==> src/inc/mled_pkg.sv <==
// constants shared by the display serial link ends
// Overview of operation
// - ignore clock and data while select high
// - word is command byte then data byte
// - data reappears on output 15.5 clocks later
// - chain needs 16 times n clocks
// - shift input on rising clock, select low
// - select rise latches word and executes
// - host shifts msb first, raises select high
// - bit 15 low means write
// - keep last sixteen bits of any frame
// - bit 15 high means read, data dummy
// - read loads register into low byte
// - host reads second byte next frame
// - two planes of four digit bytes
// - blink off shows primary plane only
// - blink on alternates planes per phase
// - low seven bits index font
// - bit seven inverts font pattern
// - blinking continues without host
// - blank code on other plane blinks
// - blink period from mux clock, rate bit
// - digit codes 0x20, 0x40, 0x60 both
// - blink enable is config bit 3
// - blink rate is config bit 2
package mled_pkg;
  localparam int unsigned WORD_W        = 16;
  localparam int unsigned DIGITS        = 4;
  localparam logic [6:0]  CMD_NOOP      = 7'h00;
  localparam logic [6:0]  CMD_CONFIG    = 7'h04;
  localparam logic [1:0]  PLANE_PRIMARY = 2'h1;
  localparam logic [1:0]  PLANE_ALT     = 2'h2;
  localparam logic [1:0]  PLANE_BOTH    = 2'h3;
  localparam int unsigned CFG_BLINK_EN  = 3;
  localparam int unsigned CFG_RATE      = 2;
  localparam logic [7:0]  CFG_RESET     = 8'h00;
  localparam logic [7:0]  DIGIT_RESET   = 8'h20;
  // mux clock rising edges per blink phase
  localparam logic [15:0] BLINK_SLOW    = 16'h0100;
  localparam logic [15:0] BLINK_FAST    = 16'h0080;
  // host divider: pclk cycles per link clock half period
  localparam logic [3:0]  HALF_PERIOD   = 4'h8;
  // link clock rises per frame of one device
  localparam logic [4:0]  FRAME_BITS    = 5'h10;
  // host register offsets: word to send, status and last received word
  localparam logic [11:0] ADDR_TX       = 12'h000;
  localparam logic [11:0] ADDR_RX       = 12'h004;
endpackage

==> src/inc/mled_if.sv <==
// serial link between host and display driver
`timescale 1ns/1ps
interface mled_if;
  logic select_n;
  logic sclk;
  logic sdin;
  logic sdout;
  modport device (input select_n, input sclk, input sdin, output sdout);
  modport host (output select_n, output sclk, output sdin, input sdout);
endinterface

==> src/logic/mled_device.sv <==
// display driver end: serial decode, digit planes, blink, font index and invert outputs
//
// The APB interface to the registers and the register offsets were chosen for this implementation.
`timescale 1ns/1ps
module mled_device (
  // clock and reset
  input  wire logic        pclk,
  input  wire logic        presetn,
  // link
  mled_if.device           link,
  // multiplex clock pin
  input  wire logic        multiplex_clock_input,
  // display scan
  input  wire logic [1:0]  scan_digit,
  output logic      [7:0]  scan_code,
  output logic      [6:0]  font_index,
  output logic             font_invert,
  output logic             blink_phase,
  output logic      [7:0]  config_value
);
  typedef struct packed {
    logic [1:0]  s_cs;
    logic [1:0]  s_ck;
    logic [1:0]  s_di;
    logic [1:0]  s_mx;
    logic        ck_d;
    logic        cs_d;
    logic        mx_d;
    logic [15:0] shift;
    logic [15:0] latch;
    logic        exec;
    logic        dout;
    logic [7:0]  cfg;
    logic [3:0][7:0] primary_plane;
    logic [3:0][7:0] alternate_plane;
    logic [15:0] blink_cnt;
    logic        phase;
    logic [7:0]  code;
  } state_t;
  state_t r;
  state_t next_r;

  // digit plane mask of a command code: bit 0 primary, bit 1 alternate
  function automatic logic [1:0] plane_sel(input logic [6:0] a);
    logic [1:0] m;
    m = 2'b00;
    if (a[4:2] == 3'h0)
      m = a[6:5];
    return m;
  endfunction

  // register read decode
  function automatic logic [7:0] read_reg(input state_t s,
                                           input logic [6:0] a);
    logic [7:0] v;
    v = 8'h00;
    if (a == mled_pkg::CMD_CONFIG)
      v = s.cfg;
    else if (plane_sel(a) == mled_pkg::PLANE_PRIMARY)
      v = s.primary_plane[a[1:0]];
    else if (plane_sel(a) == mled_pkg::PLANE_ALT)
      v = s.alternate_plane[a[1:0]];
    return v;
  endfunction

  logic        ck_rise;
  logic        ck_fall;
  logic        cs_rise;
  logic        mx_rise;
  logic [15:0] word;
  logic [1:0]  planes;

  always_comb begin
    next_r = r;
    next_r.s_cs = {r.s_cs[0], link.select_n};
    next_r.s_ck = {r.s_ck[0], link.sclk};
    next_r.s_di = {r.s_di[0], link.sdin};
    next_r.s_mx = {r.s_mx[0], multiplex_clock_input};
    next_r.ck_d = r.s_ck[1];
    next_r.cs_d = r.s_cs[1];
    next_r.mx_d = r.s_mx[1];
    ck_rise = r.s_ck[1] & ~r.ck_d & ~r.s_cs[1];
    ck_fall = ~r.s_ck[1] & r.ck_d & ~r.s_cs[1];
    cs_rise = r.s_cs[1] & ~r.cs_d;
    mx_rise = r.s_mx[1] & ~r.mx_d;
    word = r.latch;
    planes = plane_sel(word[14:8]);
    if (ck_rise)
      next_r.shift = {r.shift[14:0], r.s_di[1]};
    if (ck_fall)
      next_r.dout = r.shift[15];
    // latch on the select edge, execute from the latch one cycle later
    next_r.exec = cs_rise;
    if (cs_rise)
      next_r.latch = r.shift;
    if (r.exec) begin
      if (!word[15]) begin
        if (word[14:8] == mled_pkg::CMD_CONFIG)
          next_r.cfg = word[7:0];
        if (planes[0])
          next_r.primary_plane[word[9:8]] = word[7:0];
        if (planes[1])
          next_r.alternate_plane[word[9:8]] = word[7:0];
      end else begin
        next_r.shift[7:0] = read_reg(r, word[14:8]);
      end
    end
    if (!r.cfg[mled_pkg::CFG_BLINK_EN]) begin
      next_r.phase = 1'b0;
      next_r.blink_cnt = 16'h0000;
    end else if (mx_rise) begin
      if (r.blink_cnt >= (r.cfg[mled_pkg::CFG_RATE] ?
          mled_pkg::BLINK_FAST : mled_pkg::BLINK_SLOW) - 16'h0001) begin
        next_r.blink_cnt = 16'h0000;
        next_r.phase = ~r.phase;
      end else begin
        next_r.blink_cnt = r.blink_cnt + 16'h0001;
      end
    end
    next_r.code = r.phase ? r.alternate_plane[scan_digit]
                          : r.primary_plane[scan_digit];
  end

  always_ff @(posedge pclk or negedge presetn) begin
    if (!presetn) begin
      r <= '0;
      r.s_cs <= 2'b11;
      r.cs_d <= 1'b1;
      r.cfg <= mled_pkg::CFG_RESET;
      r.primary_plane <= {4{mled_pkg::DIGIT_RESET}};
      r.alternate_plane <= {4{mled_pkg::DIGIT_RESET}};
    end else begin
      r <= next_r;
    end
  end

  assign link.sdout   = r.dout;
  assign scan_code    = r.code;
  assign font_index   = r.code[6:0];
  assign font_invert  = r.code[7];
  assign blink_phase  = r.phase;
  assign config_value = r.cfg;
endmodule

==> src/flat_wrapper.sv <==
// flat-port wrapper written by rule: the top's interface ports become plain ports
module mled_device_flat 
  (pclk, presetn, multiplex_clock_input, scan_digit, scan_code, font_index, font_invert, blink_phase, config_value, link_select_n, link_sclk, link_sdin, link_sdout);
  mled_if link_i ();
  input  wire logic pclk;
  input  wire logic presetn;
  input  wire logic multiplex_clock_input;
  input  wire logic [1:0] scan_digit;
  output logic      [7:0] scan_code;
  output logic      [6:0] font_index;
  output logic font_invert;
  output logic blink_phase;
  output logic      [7:0] config_value;
  input wire logic [$bits(link_i.select_n)-1:0] link_select_n;
  input wire logic [$bits(link_i.sclk)-1:0] link_sclk;
  input wire logic [$bits(link_i.sdin)-1:0] link_sdin;
  output wire logic [$bits(link_i.sdout)-1:0] link_sdout;
  assign link_i.select_n = link_select_n;
  assign link_i.sclk = link_sclk;
  assign link_i.sdin = link_sdin;
  assign link_sdout = link_i.sdout;
  mled_device u_core (.pclk(pclk), .presetn(presetn), .link(link_i), .multiplex_clock_input(multiplex_clock_input), .scan_digit(scan_digit), .scan_code(scan_code), .font_index(font_index), .font_invert(font_invert), .blink_phase(blink_phase), .config_value(config_value));
endmodule
==> config.mk <==
export PLATFORM = sky130hd
export DESIGN_NAME = mled_device_flat
export DESIGN_NICKNAME = d
export VERILOG_FILES = /design/src/inc/mled_pkg.sv /design/src/inc/mled_if.sv /design/src/logic/mled_device.sv /design/src/flat_wrapper.sv
export SDC_FILE = /design/constraint.sdc
export NUM_CORES = 1
export LEC_CHECK = 0
export BUFFER_PORTS_ARGS = -buffer_cell sky130_fd_sc_hd__buf_2
export CAP_MARGIN = 5
export CORE_MARGIN = 2
export CORE_UTILIZATION = 55
export DETAILED_ROUTE_END_ITERATION = 8
export PLACE_DENSITY_LB_ADDON = 0.15
export SYNTH_ARGS = -nofsm -noshare
export SYNTH_HDL_FRONTEND = slang
export SYNTH_SLANG_ARGS = --single-unit
==> constraint.sdc <==
create_clock -name pclk -period 2.15 [get_ports pclk]
set_input_delay 0.1075 -clock pclk [delete_from_list [all_inputs] [get_ports pclk]]
set_output_delay 0.1075 -clock pclk [all_outputs]
set_load 0.005 [all_outputs]
Yosys cells after proc, flatten, opt, wreduce, memory -nomap -nowiden --
Cells that the tools add are included.
Storage, ports and cells: input port bits 8, bits in registers 142, word-level logic and storage cells 86, output and inout bits 26
Operators by class: mux-type cells 32, add/subtract/negate cells 2, reductions and logical operators 6, bitwise logic cells 13, magnitude comparators 4, eq/ne operators 5
Operator list (number):
- two-way mux 8 bit | 12
- binary-select mux 8 bit (select 2 bit) | 4
- bitwise mux 32 bit | 2
- two-way mux 17 bit | 2
- adder 16 x 1 -> 16 bit, second input constant | 1
- demux 8 bit (select 2 bit) | 1
- >= comparator 16 bit | 1
- two-way mux 16 bit | 1
- two-way mux 2 bit | 8
- subtractor 16 x 1 -> 16 bit, second input constant | 1
- two-way mux 9 bit | 1
- AND reduction 3 bit | 3
- == test 7 x 3 -> 1 bit, second input constant | 1
- inverter 1 bit | 7
- AND 1 bit | 6
- less-than comparator 2 x 3 -> 1 bit, second input constant | 2
- inequality test 2 bit, second input constant | 2
- zero test 3 bit | 1
- == test 2 x 1 -> 1 bit, second input constant | 1
- == test 2 bit, second input constant | 1
- >= comparator 2 x 1 -> 1 bit, second input constant | 1
- AND reduction 2 bit | 1
- logical AND 1 bit | 1
- two-way mux 1 bit | 1

Longest topological paths before layout --
depth in word-level cells 16, gate-level depth with buffers 6, gate-level depth less buffers 5

Worst setup path before layout --
OpenSTA, ideal clock, no wires.
path kind reg-to-reg, start point register u_core.r[9] (netlist bit), end point register u_core.r, in the netlist u_core.blink_phase, arrival time 1.659 ns, buffers on the path 0, slack 0.363 ns, cell stages (with the launch flop) 6, setup time 0.128 ns, data required time 2.022 ns, clock period less this slack 1.787 ns, cells stage by stage dfrtp_1 -> ha_1 -> nand3_2 -> or3_4 -> a21oi_4 -> mux2_1
On the way: longest elaborated chain between the ends 3
Ends and longest elaborated chain:
- start: declaration | RTL line mled_device.sv:40 | state_t r;
- start signal: assignment | RTL line mled_device.sv:133 | r <= next_r;
- >= comparator 16 bit | RTL line mled_device.sv:112 | if (r.blink_cnt >= (r.cfg[mled_pkg::CFG_RATE] ?
- inequality test 2 bit (no source line)
- AND reduction 2 bit (no source line)
Every way passes these cells. A chain may end at the register's enable or synchronous reset.

Final worst setup path --
start point register u_core.r, in the netlist u_core.word[11], end point register u_core.r[83] (netlist bit)
On the way: longest elaborated chain between the ends 3
Ends and longest elaborated chain:
- zero test 3 bit | RTL line mled_device.sv:47 | if (a[4:2] == 3'h0)
- two-way mux 2 bit | RTL line mled_device.sv:47
- AND reduction 3 bit (no source line)
Every way passes these cells.

==> results.md <==
| Result | Reported |
|---|---|
| Number of iterations in the first detailed-routing pass | 5 |
| Total congestion overflow | 0 |
| Synth warnings | 0 |
| Headroom to the max-slew limit | 0.5609 |
| Cell family with the largest share of critical-path delay | simple AND/OR/NAND/NOR gates |
| Routed Wire Length | 13.71 mm |
| Sink Count | 142 |
| Biggest cell delay along the critical path | 0.41 ns |
| Wire length of the first global-routing pass | 22.07 mm |
| PwrDens | 894.3 nW/µm² |
| Net count after synthesis | 473 |
| Count of buffer and inverter cells on the critical path | 0 |
| CTS clk-pin slew, worst paths | 0.06 ns |
| Register area share after synthesis | 0.5291 |
| Number of global-route vias before repair | 4,061 |
| Dpl hpwl | 8.774 mm |
| Setup crit start kind | register |
| Count of cell types in the netlist | 46 |
| Outcome | finished, final reports clean |
| Post-Route Setup TNS | 0 ns |
| # setup viols final | 0 |
| Number of buffers between clock root and the deepest sink | 2 |
| Clock tree root driver cell | clkbuf_16 |
| Placer Congestion | 0.8217 |
| Count of state elements after synthesis | 142 |
| Transition time at the pin with the least slew margin | 0.6586 ns |
| Overall die area | 13,160 µm² |
| Count of H-tree levels built during CTS | 4 |
| Unrepaired setup endpoints after global routing | false |
| Total of buffers placed on input and output ports | 33 |
| Total standard cell area after synthesis | 6741 µm² |
| Area of all placed cells without fillers | 7580 µm² |
| Number of violations of the max-capacitance limit | 0 |
| Crit-path slowest cell | dfrtp_1 |
| Antenna Cells | 0 |
| Worst-path fanout max | 8 |
| Pins Over Slew Limit | 0 |
| Final hold violations | 0 |
| Maximum number of pins on one net before global-route repair | 54 |
| Number of nets in the layout | 489 |
| Asr flop ratio synth | 1.000 |
| Clock insertion delay at the later pin of the skew report | 0.42 ns |
| Area inside the core boundary | 12,010 µm² |
| Maximum vdd drop | 799.5 µV |
| Area after DPL | 6884 µm² |
| Detailed-route DRC error count | 0 |
| Number of buffers created by CTS | 17 |
| Top-level I/O count | 34 |
| Arrival time at the worst endpoint | 2.24 ns |
| Required time of the worst setup path | 2.45 ns |
| Number of synthesized flops with an enable pin | 0 |
| Total routing usage reported by global routing | 0.2290 |
| Fin Clk Skew | 0.006680 ns |
| Layout cell share with drive strength beyond 1 | 0.4919 |
| Width of the chip | 114.7 µm |
| # fillers | 892 |
| Synth-to-layout area growth | 12.44% |
| Share of the clock period used by the worst path | 0.9002 |
| Leak Pwr | 0.003558 µW |
| DP Cell Count | 602 |
| Number of standard cells in the final layout excluding fillers | 639 |
| Number of antenna violations at the first check in global routing | 0 |
| Tmin final | 1.935 ns |
| Number of nets still failing antenna checks after routing | 0 |
| CP cell instances | nor3_1 > and3_1 > and3_2 > mux2_2 |
| Highest Clock Rate | 0.5167 GHz |
| Critical path type | register to register |
| 1st-iter DRT viols | 300 |
| Synth Area per Inst | 14.56 µm² |
| Via/cell ratio | 6.177 |
| Std cell rows | 40 |
| Floorplan die height | 114.7 µm |
| Worst Setup End Kind | register |
| Post-Route Utilization | 0.6310 |
| TritonCTS clock tree | built |
| Wire length per cell | 21.45 µm |
| Initial Utilization | 0.5613 |
| Count of mapped cells out of synthesis | 463 |
| Via total after detailed routing | 3,947 |
| Predominant post-synthesis flop cell | dfrtp_1 |
| Type of the tightest min-delay check | primary input to async pin |
-- cell usage in the layout, fill, tap and decap left out, drive strengths merged, types with 8 or more instances in the layout --
| master | synthesis | final |
|---|---|---|
| buf | 47 | 45 |
| nor2b | 8 | 8 |
| nor2 | 15 | 15 |
| mux2 | 107 | 107 |
| dfstp | 11 | 11 |
| dfrtp | 131 | 131 |
| a31oi | 12 | 12 |
| a22oi | 16 | 16 |
| clkbuf | 6 | 22 |
| nand2 | 16 | 16 |
| mux2i | 8 | 8 |
| mux4 | 32 | 32 |
-- power breakdown --
group	internal [µW]	total, µW	leakage [µW]	switching [µW]
Clock	2060	3150	0.000312	1090
Sequential	2830	3130	0.00190	290
Combinational	255	501	0.00134	246
-- final timing paths --
path                                                end                         start  slack, ns  depth (start not counted)
max in group asynchronous      u_core.r[78]$_DFFE_PN1P_                       presetn       1.21                          3
setup / recovery               u_core.r[83]$_DFFE_PN0P_   u_core.word[11]$_DFFE_PN0P_       0.21                          4
hold / removal                  u_core.r[137]$_DFF_PN0_                       presetn       0.20                          2
min in group pclk          u_core.next_r[137]$_DFF_PN0_                     link_sdin       0.33                          2
hold reg to reg                 u_core.r[137]$_DFF_PN0_  u_core.next_r[137]$_DFF_PN0_       0.35                          0
setup reg to reg               u_core.r[83]$_DFFE_PN0P_   u_core.word[11]$_DFFE_PN0P_       0.21                          4
-- routing by layer --
metal | track usage | wire (µm)
met5 | 0 | 0
met4 | 0.07791 | 253
met3 | 0.06935 | 659
met2 | 0.3609 | 6794
met1 | 0.3071 | 6000
-- cell type report --
type                    count  area, µm²  area share
repair buffers             50      336.6     0.04440
inverters                   2      7.507   0.0009904
clock inverters            10      158.9     0.02096
multi-input cells         266       2841      0.3749
well taps                 147      183.9     0.02427
clock buffers              22      484.2     0.06388
flip-flops and latches    142       3567      0.4706
-- cell families after synthesis --
family                     after synthesis  share of synthesized area
AOI/OAI and AO/OA                       45                    0.05011
muxes                                  147                     0.3020
buffers and inverters                   55                    0.04974
DFF                                    142                     0.5291
adders and majority gates                2                   0.003711
and+or+nand+nor                         72                    0.06533
-- Yosys cell counts (2+ instances only) --
library cell	count	share of area
dfrtp_1	131	0.49
mux2_2	98	0.16
mux4_2	32	0.11
buf_4	28	0.031
a22oi_1	16	0.018
nor2_1	15	0.0084
a31oi_1	12	0.011
dfstp_2	11	0.043
buf_1	10	0.0056
nand2_1	10	0.0056
mux2_4	8	0.018
mux2i_1	8	0.012
nor2b_1	8	0.0074
buf_2	7	0.0052
and3_1	6	0.0056
clkbuf_1	6	0.0033
nand2_2	6	0.0056
nor3_1	6	0.0045
a22o_1	4	0.0052
o31ai_1	4	0.0045
a21oi_1	3	0.0022
nand3_1	3	0.0022
a41oi_1	2	0.0026
and3b_1	2	0.0026
and4_1	2	0.0026
buf_6	2	0.0033
ha_1	2	0.0037
inv_1	2	0.0011
nor3b_1	2	0.0022
-- per-stage QoR --
| step | worst slack [ns] | hold slack, ns | total power (µW) |
|---|---|---|---|
| finish | 0.2145 | 0.2027 | 6779 |
| global route | 0.08307 | 0.2349 | 7047 |
| CTS | 0.1209 | 0.2114 | 6851 |
| detailed placement | 0.1155 | 0.09255 | 3671 |
| global placement | 0.2060 | 0.09025 | 3644 |
| floorplan | 0.3631 | -0.1881 | 3426 |
-- worst reg2reg max path: stages (launching register included) --
cell and delay (ns):
dfrtp_1 0.41, nor3_1 0.35, and3_1 0.33, and3_2 0.35, mux2_2 0.37
-- registers in the layout (all words and copies together), names as in the netlist --
signal	count
u_core.blink_phase	1
u_core.config_value	8
u_core.link.sdout	1
u_core.next_r	7
u_core.r	101
u_core.scan_code	8
u_core.word	16
-- what timing repair did --
| item | CTS | global route |
|---|---|---|
| gates resized for setup | 0 | 2 |
| setup buffers | 0 | 0 |
| setup endpoints to repair | 0 | 14 |
| endpoints found under the hold margin | 54 | 0 |
| hold buffers | 5 | 0 |
No activity file was read; power rests on OpenSTA's default activity.
